`config.mk`:
```
export PLATFORM = sky130hd
export DESIGN_NAME = dmc_ctrl
export DESIGN_NICKNAME = d
export VERILOG_FILES = /design/src/dmc_pkg.sv /design/src/dmc_sync.sv /design/src/dmc_ctrl.sv
export SDC_FILE = /design/constraint.sdc
export NUM_CORES = 1
export LEC_CHECK = 0
export ABC_AREA = 1
export BUFFER_PORTS_ARGS = -buffer_cell sky130_fd_sc_hd__buf_4
export CAP_MARGIN = 10
export CORE_ASPECT_RATIO = 1.2
export CORE_MARGIN = 2
export CORE_UTILIZATION = 48
export DETAILED_ROUTE_END_ITERATION = 12
export MAX_ROUTING_LAYER = met4
export PLACE_DENSITY = 0.72
export SLEW_MARGIN = 20
export SYNTH_ARGS = -nofsm -noshare
export SYNTH_HDL_FRONTEND = slang
export SYNTH_HIERARCHICAL = 1
export SYNTH_SLANG_ARGS = --single-unit
export TNS_END_PERCENT = 50
```
`constraint.sdc`:
```
create_clock -name i_clock -period 1.61 [get_ports i_clock]
set_clock_uncertainty 0.2 [all_clocks]
set_input_delay 0.161 -clock i_clock [delete_from_list [all_inputs] [get_ports i_clock]]
set_output_delay 0.161 -clock i_clock [all_outputs]
set_load 0.02 [all_outputs]
```
`src/dmc_pkg.sv`:
```
// package of constants for the converter mode strap and control-pin logic
//
// How it works
// strap low selects serial-port register mode; shared pins form the serial port.
// strap high selects pin mode; settings come straight from the shared pins.
// in serial mode a high strap pulse returns all serial registers to defaults.
// in serial mode the shared clock-mode pin is the serial clock from host.
// in serial mode the format pin is bidirectional data; host releases for reads.
// in serial mode the shutdown pin is an active-low chip select.
// host ties retime phase pin low when qualify and sampling clocks match.
// with separate clocks a rising edge on retime phase pin triggers retiming.
// in pin mode the retime phase pin sets the internal retime clock phase.
// in pin mode format pin low means straight binary input word.
// in pin mode format pin high means twos-complement input word.
// in pin mode shutdown pin high powers down all but the serial port; the code zeroes only the true output, the complement output goes to all ones.
// true I output carries full scale when every data bit is one.
// complement I output carries full scale when every data bit is zero.
// the parallel word is qualified by the separate data-qualifying clock.
// data are sampled by a separate sampling clock, distinct from the qualifier.
// in serial mode phase, format and shutdown come from serial registers.
package dmc_pkg;
  // ----------------------------------------------------------------
  // widths and serial frame layout
  // ----------------------------------------------------------------
  localparam int WORD_W     = 10;
  localparam int ADDR_W     = 5;
  localparam int SDATA_W    = 8;
  localparam int FRAME_W    = 1 + 2 + ADDR_W + SDATA_W;  // rw, len, addr, data
  localparam int SYNC_DEPTH = 3;
  // ----------------------------------------------------------------
  // control register: offset, field positions, reset value
  // ----------------------------------------------------------------
  localparam logic [ADDR_W-1:0]  CTRL_ADDR    = 5'h00;
  localparam int                 CTRL_PHASE_B = 0;
  localparam int                 CTRL_FMT_B   = 1;
  localparam int                 CTRL_PDN_B   = 2;
  localparam logic [SDATA_W-1:0] CTRL_RESET   = 8'h00;
  localparam logic [SDATA_W-1:0] CTRL_MASK    = 8'h07;
endpackage : dmc_pkg

```
`src/dmc_sync.sv`:
```
// three-stage synchroniser bank for pin inputs
`timescale 1ns/1ps
module dmc_sync #(
  parameter int WIDTH = 1
) (
  input  wire logic             i_clock,
  input  wire logic             i_nrst,
  input  wire logic [WIDTH-1:0] i_async,
  output logic      [WIDTH-1:0] o_level
);
  logic [WIDTH-1:0] s1_q, s2_q, s3_q, lvl_q, lvl_d;

  // the agree test below is written for exactly three stages
  if (WIDTH < 1 || dmc_pkg::SYNC_DEPTH != 3) begin : g_bad_cfg
    $error("dmc_sync: unsupported width or depth");
  end

  // change accepted only once stages two and three agree
  always_comb begin
    lvl_d = lvl_q;
    for (int k = 0; k < WIDTH; k++) begin
      if (s2_q[k] == s3_q[k]) begin
        lvl_d[k] = s3_q[k];
      end
    end
  end

  // first stage is read by the second stage alone
  always_ff @(posedge i_clock or negedge i_nrst) begin
    if (!i_nrst) begin
      s1_q  <= '0;
      s2_q  <= '0;
      s3_q  <= '0;
      lvl_q <= '0;
    end else begin
      s1_q  <= i_async;
      s2_q  <= s1_q;
      s3_q  <= s2_q;
      lvl_q <= lvl_d;
    end
  end

  assign o_level = lvl_q;
endmodule : dmc_sync

```
`src/dmc_ctrl.sv`:
```
// control-pin logic: mode strap, serial port, pin mode and output polarity
`timescale 1ns/1ps
module dmc_ctrl #(
  parameter int WORD_W = dmc_pkg::WORD_W
) (
  input  wire logic              i_clock,
  input  wire logic              i_nrst,
  input  wire logic              i_mode_strap_and_register_clear,
  input  wire logic              i_serial_clock_or_retime_phase,
  input  wire logic              i_format_data_in,
  output logic                   o_format_data_out,
  output logic                   o_format_data_oe_n,
  input  wire logic              i_select_or_shutdown_pin,
  input  wire logic              i_data_qualify_clock,
  input  wire logic [WORD_W-1:0] i_parallel_word,
  output logic      [WORD_W-1:0] o_i_channel_true_output,
  output logic      [WORD_W-1:0] o_i_channel_complement_output,
  output logic                   o_pin_strap_operation,
  output logic                   o_retime_phase,
  output logic                   o_twos_complement,
  output logic                   o_shutdown,
  output logic                   o_retime_trigger
);
  // ----------------------------------------------------------------
  // parameter check
  // ----------------------------------------------------------------
  if (WORD_W < 2 || WORD_W > 16) begin : g_bad_width
    $error("dmc_ctrl: WORD_W out of range");
  end

  // ----------------------------------------------------------------
  // pin synchronisers (strap, sclk, sdio, cs, qualify clock)
  // ----------------------------------------------------------------
  logic [4:0] pins;
  logic       strap, sclk, sdi, csn, dqclk;
  dmc_sync #(.WIDTH(5)) u_sync (
    .i_clock (i_clock),
    .i_nrst  (i_nrst),
    .i_async ({i_mode_strap_and_register_clear, i_serial_clock_or_retime_phase,
               i_format_data_in, i_select_or_shutdown_pin, i_data_qualify_clock}),
    .o_level (pins)
  );
  assign {strap, sclk, sdi, csn, dqclk} = pins;

  // offset binary to twos complement is a flip of the top bit
  function automatic logic [WORD_W-1:0] to_binary(input logic [WORD_W-1:0] w,
                                                  input logic twos);
    to_binary = twos ? {~w[WORD_W-1], w[WORD_W-2:0]} : w;
  endfunction : to_binary

  // ----------------------------------------------------------------
  // serial port state: shift register, bit counter, control register
  // ----------------------------------------------------------------
  typedef enum logic [1:0] {ST_IDLE, ST_SHIFT, ST_READ} dmc_sp_t;
  localparam int CNT_W = $clog2(dmc_pkg::FRAME_W + 1);
  localparam int HDR_W = dmc_pkg::FRAME_W - dmc_pkg::SDATA_W;

  dmc_sp_t                         st_q, st_d;
  logic [CNT_W-1:0]                cnt_q, cnt_d;
  logic [dmc_pkg::FRAME_W-1:0]     sh_q, sh_d;
  logic [dmc_pkg::SDATA_W-1:0]     ctrl_q, ctrl_d, rd_q, rd_d;
  logic                            sclk_q, strap_q, sdo_q, sdo_d, oe_n_q, oe_n_d;
  logic                            serial_mode, rise, fall;

  assign serial_mode = !strap;
  assign rise        = sclk && !sclk_q;
  assign fall        = !sclk && sclk_q;

  // frame: rw bit, two length bits, address, then data msb first
  always_comb begin
    st_d   = st_q;
    cnt_d  = cnt_q;
    sh_d   = sh_q;
    ctrl_d = ctrl_q;
    rd_d   = rd_q;
    sdo_d  = sdo_q;
    oe_n_d = oe_n_q;
    if (!serial_mode || csn) begin
      st_d   = ST_IDLE;
      cnt_d  = '0;
      oe_n_d = 1'b1;
    end else begin
      case (st_q)
        ST_IDLE, ST_SHIFT: begin
          st_d = ST_SHIFT;
          if (rise) begin
            sh_d  = {sh_q[dmc_pkg::FRAME_W-2:0], sdi};
            cnt_d = cnt_q + 1'b1;
            if (cnt_q == CNT_W'(HDR_W - 1) && sh_q[HDR_W-2]) begin
              st_d = ST_READ;
              rd_d = (sh_d[dmc_pkg::ADDR_W-1:0] == dmc_pkg::CTRL_ADDR) ? ctrl_q : '0;
            end
            // on the last rise the rw bit sits at the top of the shifted bits
            if (cnt_q == CNT_W'(dmc_pkg::FRAME_W - 1) &&
                sh_q[dmc_pkg::FRAME_W-2] == 1'b0 &&
                sh_q[dmc_pkg::SDATA_W+dmc_pkg::ADDR_W-2 -: dmc_pkg::ADDR_W]
                  == dmc_pkg::CTRL_ADDR) begin
              ctrl_d = {sh_q[dmc_pkg::SDATA_W-2:0], sdi} & dmc_pkg::CTRL_MASK;
            end
          end
        end
        ST_READ: begin
          if (fall) begin                          // device drives, host released
            oe_n_d = 1'b0;
            sdo_d  = rd_q[dmc_pkg::SDATA_W-1];
            rd_d   = {rd_q[dmc_pkg::SDATA_W-2:0], 1'b0};
          end
        end
        default: st_d = ST_IDLE;
      endcase
    end
    // a high strap is seen only as pin mode, so its rise marks the clear pulse
    if (strap && !strap_q) begin
      ctrl_d = dmc_pkg::CTRL_RESET;
    end
  end

  always_ff @(posedge i_clock or negedge i_nrst) begin
    if (!i_nrst) begin
      st_q    <= ST_IDLE;
      cnt_q   <= '0;
      sh_q    <= '0;
      ctrl_q  <= dmc_pkg::CTRL_RESET;
      rd_q    <= '0;
      sdo_q   <= 1'b0;
      oe_n_q  <= 1'b1;
      sclk_q  <= 1'b0;
      strap_q <= 1'b0;
    end else begin
      st_q    <= st_d;
      cnt_q   <= cnt_d;
      sh_q    <= sh_d;
      ctrl_q  <= ctrl_d;
      rd_q    <= rd_d;
      sdo_q   <= sdo_d;
      oe_n_q  <= oe_n_d;
      sclk_q  <= sclk;
      strap_q <= strap;
    end
  end

  assign o_format_data_out  = sdo_q;
  assign o_format_data_oe_n = oe_n_q;

  // ----------------------------------------------------------------
  // effective settings, retime trigger, data path
  // ----------------------------------------------------------------
  logic              phase, twos, pdn, trig_d, trig_q, ph_q, dq_q;
  logic [WORD_W-1:0] word_q, word_d, t_q, t_d;

  // serial mode takes registers, pin mode takes pin levels
  assign phase = serial_mode ? ctrl_q[dmc_pkg::CTRL_PHASE_B] : sclk;
  assign twos  = serial_mode ? ctrl_q[dmc_pkg::CTRL_FMT_B]   : sdi;
  assign pdn   = serial_mode ? ctrl_q[dmc_pkg::CTRL_PDN_B]   : csn;

  always_comb begin
    trig_d = !serial_mode && phase && !ph_q;
    // word captured on qualify-clock rise; power-down freezes it
    word_d = (dqclk && !dq_q && !pdn) ? i_parallel_word : word_q;
    t_d    = pdn ? '0 : to_binary(word_q, twos);   // sampled into outputs
  end

  always_ff @(posedge i_clock or negedge i_nrst) begin
    if (!i_nrst) begin
      trig_q <= 1'b0;
      ph_q   <= 1'b0;
      dq_q   <= 1'b0;
      word_q <= '0;
      t_q    <= '0;
    end else begin
      trig_q <= trig_d;
      ph_q   <= phase;
      dq_q   <= dqclk;
      word_q <= word_d;
      t_q    <= t_d;
    end
  end

  assign o_i_channel_true_output       = t_q;
  assign o_i_channel_complement_output = ~t_q;
  assign o_pin_strap_operation         = !serial_mode;
  assign o_retime_phase                = phase;
  assign o_twos_complement             = twos;
  assign o_shutdown                    = pdn;
  assign o_retime_trigger              = trig_q;
endmodule : dmc_ctrl

```
==> results of run 1 <==
[path summary, 6_finish.rpt]
| path | from | end | slack [ns] | cells past startpoint |
|---|---|---|---|---|
| setup / recovery | cnt_q[0] | ctrl_q[0] | -0.04 | 10 |
| max in group asynchronous | i_nrst | o_format_data_oe_n | 0.68 | 3 |
| hold / removal | u_sync/s1_q[3] | u_sync/s2_q[3] | 0.15 | 0 |
| min in group asynchronous | i_nrst | sh_q[10] | 0.16 | 3 |
| hold reg to reg | u_sync/s1_q[3] | u_sync/s2_q[3] | 0.15 | 0 |
| setup reg to reg | cnt_q[0] | ctrl_q[0] | -0.04 | 10 |
[cell families after synthesis]
| kind of cell | count (synthesis) | synth area share |
|---|---|---|
| fa+ha+maj | 2 | 0.00795 |
| flops | 80 | 0.637 |
| compound gates | 37 | 0.0609 |
| simple gates | 148 | 0.210 |
| buf+inv | 63 | 0.0819 |
| xor+xnor | 1 | 0.00278 |
[stage by stage]
| stage | hold WS [ns] | util | power [mW] |
|---|---|---|---|
| after floorplan | -0.335 | - | 3.00 |
| after global placement | 0.0187 | 0.566 | 3.42 |
| after detailed placement | 0.0178 | 0.566 | 3.45 |
| after CTS | 0.152 | 0.634 | 4.83 |
| after global routing | 0.157 | 0.654 | 5.10 |
| final | 0.151 | 0.654 | 4.84 |
[cell usage after synthesis, drive strengths merged]
cell    count
a21oi       8
buf         4
clkbuf      1
clkinv      2
dfrtp      79
dfstp       1
ha          2
inv        56
nand2      98
nand3      11
nand3b      6
nor2       30
nor3        2
o21a        1
o21ai      25
o22ai       3
or2         1
xnor2       1
[timing repair]
| item | CTS | global route |
|---|---|---|
| hold buffers | 16 | 0 |
| cloned | 0 | 2 |
| endpoints found under the setup margin | 6 | 43 |
| pin swaps | 2 | 3 |
| hold endpoints to repair | 95 | 0 |
| gates resized for setup | 14 | 29 |
| setup buffers | 7 | 3 |
[sequential cells by signal (all words and copies together) (netlist names), 3 cells and up]
signal and flops:
cnt_q 5, ctrl_q 3, o_i_channel_true_output 10, rd_q 8, sh_q 15, u_sync/o_level 5
u_sync/s1_q 5, u_sync/s2_q 5, u_sync/s3_q 5, word_q 10
[worst max-delay path: stages (launching register included)]
cell and delay, ns:
dfrtp_1 0.36, ha_2 0.19, nand2_2 0.07, nor2_2 0.09
ha_2 0.17, nand3_2 0.08, nor2_2 0.12, nand2_2 0.11
inv_4 0.09, nand2_2 0.05, nand2_1 0.07
[area by class of cell]
class                   instances  area (um^2)
fillers                       513         2210
flip-flops and latches         80         2010
multi-input cells             190          993
repair buffers                 78          693
inverters                      58          224
clock buffers                   9          124
well taps                      85          106
clock inverters                 6         45.0
[metal layers]
layer	track usage	up-vias
met5	-	-
met4	0.0833	0
met3	0.0370	9
met2	0.289	58
met1	0.230	1098
li1	-	1187
[report_power, final]
group | switching [mW] | internal, mW | total [mW]
Combinational | 0.619 | 0.481 | 1.10
Clock | 0.732 | 0.558 | 1.29
Sequential | 0.174 | 2.27 | 2.45
[layout by cell type (no fill, tap or decap)]
master / count
nand2_1: 83
dfrtp_1: 77
inv_1: 51
buf_4: 51
nor2_1: 24
o21ai_0: 18
dlygate4sd3_1: 16
nand2_2: 10
clkbuf_8: 9
a21oi_1: 8
nand3_1: 8
buf_6: 8
nand2_4: 6
nand3b_1: 6
inv_2: 5
o21ai_1: 5
nor2_4: 4
clkinvlp_4: 4
nand3_2: 3
o22ai_1: 3
buf_12: 3
o21ai_4: 2
nor3_1: 2
nor2_2: 2
ha_2: 2
inv_6: 2
dfrtp_2: 2
o21a_1: 1
nand2_8: 1
xnor2_1: 1
or2_2: 1
inv_4: 1
clkinv_2: 1
dfstp_2: 1
==> flow_summary.ini, run 1 <==
[clocking]
clk_pin_slew_ns = 0.08
cts_buffers = 9
root_buffer = clkbuf_8
h-tree-depth = 3
cts_tree = done
cts_max_path_buffers = 2
cts.sinks = 80
clock_latency_ns = 0.34

[grt]
grt_pass1_wl_mm = 9.97
grt_util_all_layers = 0.183
grt_max_degree = 81
grt_pass1_vias = 2239
antenna_found_initial = 0
grt-ovfl-total = 0

[timing]
hold_viol_final = 0
worstMarginPinSlew_ns = 0.419
fin_ws_ns = -0.0400
max-slew-margin-rel = 0.721
fin_crit_ns = 1.65
period_share = 1.02
rsz0062_at_grt = yes
setup_viol = 4
clock.fmax_ghz = 0.606
slew_viol_final = 0
finalSetupTns_ns = -0.0731

[detailed_routing]
via_per_inst = 4.65
dr_wl_met2_mm = 2.95
drt-met1-wl_mm = 2.81
firstDrtPassIters = 4
drt_wl_total_mm = 6.13
drc = 0
drt-initial-drc-count = 122
routedWlPerCell_um = 12.1
dr_total_vias = 2352
top_layer_used = met4
wl_met3_um = 270
ant_nets = 0

[critical_path]
cp_max_fo = 4
crit_required_ns = 1.70
arrival_ns = 1.74
worstSetupStartpointType = flop
critical_path_class = reg2reg
endpoint_kind = flop

[logic_synthesis]
ys_seq_elements = 80
yosysWarnings = 6
synth.yosys.seq_area_share = 0.637
synth.distinct_cells = 26
synth_nets = 350
syn_avg_cell_area_um2 = 9.50
yosys.area.top_type = dfrtp_1
synth.area.top_cells = dfrtp_1 63%, nand2_1 11%, inv_1 6.4%
syn_area_um2 = 3150
synth_top_area_share = 0.628
synthCells = 331

[place]
portBuffers = 43
routabilityCongestion = 0.777
hpwlAfterDp_mm = 3.72
placed_area_um2 = 3630
dp.cells = 463
place_ws_ns = -0.0291

[floorplan]
chipWidth_um = 77.9
ios = 44
num_rows = 32
die-area_um2 = 7220
placeableCoreArea_um2 = 6410
start_util = 0.491
die_h_um = 92.7

[power_and_ir_drop]
vdd_drop_max_mv = 0.810
powerDensity_nw_per_um2 = 1150
p_leak_nw = 2.17

[min_path]
hold_class = reg2reg

[run_status]
status = complete, but fails checks
violations = negative setup slack

[final_layout]
layout-drive-gt1-share = 0.280
area_growth_pct = 33.3
instances_no_fill = 506
finalNetCount = 436
diodes = 0
design_area_um2 = 4190

[run]
cap_violations = 0
No activity file was read; power rests on OpenSTA's default activity.
==> run 2, diff against run 1 <==
Settings changed: PLACE_DENSITY 0.72 to 0.71.
==> run 2 against run 1 <==
  * Die area did not move
  * Non-clock buffer count rose by 7
  * The run now ends clean
  * Sequential power barely moved
  * Critical endpoint is now o_retime_phase
  * Cell count rose by 1.2%
  * Critical path depth fell by 5
  * Highest routed layer unchanged
==> flow_summary.ini, run 2 (synthesized netlist as in run 1, its figures left out) <==
[timing]
fin_crit_ns = 1.61
hold_viol_final = 0
rsz0062_at_grt = yes
period_share = 0.997
max-slew-margin-rel = 0.730
hold_ws_ns = 0.153
worstMarginPinSlew_ns = 0.405
slew_viol_final = 0
fin_ws_ns = 0.00477
finalSetupTns_ns = 0
clock.fmax_ghz = 0.623
setup_viol = 0

[place]
portBuffers = 43
routabilityCongestion = 0.731
placed_area_um2 = 3630
place_ws_ns = -0.0492
dp.cells = 463
hpwlAfterDp_mm = 3.72

[floorplan]
chipWidth_um = 77.9
placeableCoreArea_um2 = 6410
ios = 44
die-area_um2 = 7220
die_h_um = 92.7
num_rows = 32
start_util = 0.491

[clocking]
root_buffer = clkbuf_8
clk_pin_slew_ns = 0.09
clock_latency_ns = 0.35
cts_buffers = 9
cts.sinks = 80
cts_max_path_buffers = 2
h-tree-depth = 3
cts_tree = done

[final_layout]
utilization = 0.656
regMostFlops = sh_q
diodes = 0
finalNetCount = 441
most-common-layout-cells = 86 x nand2_1, 79 x dfrtp_1, 59 x buf_4
design_area_um2 = 4200
area_growth_pct = 33.6
multi_input_area_um2 = 940
register_area_um2 = 2000
layout_commonest_cell = nand2_1
largest_reg_flops = 15
instances_no_fill = 512
fill_cells = 501
layout-drive-gt1-share = 0.267

[power_and_ir_drop]
vdd_drop_max_mv = 0.872
power_mw = 5.07
p_leak_nw = 2.18
powerDensity_nw_per_um2 = 1210

[grt]
grt_pass1_vias = 2341
grt-ovfl-total = 0
antenna_found_initial = 0
grt_pass1_wl_mm = 10.6
grt_max_degree = 81
grt_util_all_layers = 0.195

[detailed_routing]
drt_wl_total_mm = 6.12
routedWlPerCell_um = 11.9
via_per_inst = 4.59
ant_nets = 0
drc = 0
dr_total_vias = 2350
drt-initial-drc-count = 174
firstDrtPassIters = 5

[critical_path]
endpoint_kind = output pin
worstSetupStartpointType = flop
arrival_ns = 1.24
cp_max_fo = 4
critical_path_class = reg2out
crit_required_ns = 1.25

[min_path]
hold_class = reg2reg

[run]
cap_violations = 0

[run_status]
status = finished clean
-- run 2: final timing paths --
check	from	endpoint	slack [ns]	cells after the start
worst max-delay path	u_sync/o_level[4]	o_retime_phase	0.005	5
worst min-delay path	u_sync/s1_q[3]	u_sync/s2_q[3]	0.15	0
worst max register to register	cnt_q[0]	ctrl_q[1]	0.03	10
worst min register to register	u_sync/s1_q[3]	u_sync/s2_q[3]	0.15	0
max in group asynchronous	i_nrst	o_format_data_oe_n	0.70	3
min in group asynchronous	i_nrst	sh_q[9]	0.17	3
-- run 2: layout make-up --
class | instances | area share
Clock buffer | 9 | 0.0295
Clock inverter | 7 | 0.0182
Inverter | 58 | 0.0524
Multi-Input combinational cell | 188 | 0.224
Sequential cell | 80 | 0.477
Tap cell | 85 | 0.0253
Timing Repair Buffer | 85 | 0.174
-- run 2: timing repair --
action / CTS / global route
pin swaps: 2 / 1
hold endpoints to repair: 95 / 0
setup endpoints to repair: 14 / 41
buffers inserted: 7 / 10
gates resized for setup: 12 / 15
hold buffers: 16 / 0
-- run 2: where the power goes --
group / switching (mW) / internal [mW]
Sequential: 0.181 / 2.27
Clock: 0.758 / 0.729
Combinational: 0.620 / 0.509
Total: 1.56 / 3.51
-- run 2: critical path, stage by stage (launching register included) --
cell     delay (ns)
dfrtp_1        0.44
inv_2          0.08
buf_6          0.12
nand2_4        0.05
o21ai_4        0.06
buf_6          0.13
-- run 2: layer usage --
layer	up-vias	share of wire	track usage
li1	1188	-	-
met1	1100	0.43	0.247
met2	55	0.50	0.300
met3	7	0.051	0.0478
met4	0	0.016	0.0921
met5	-	0	-
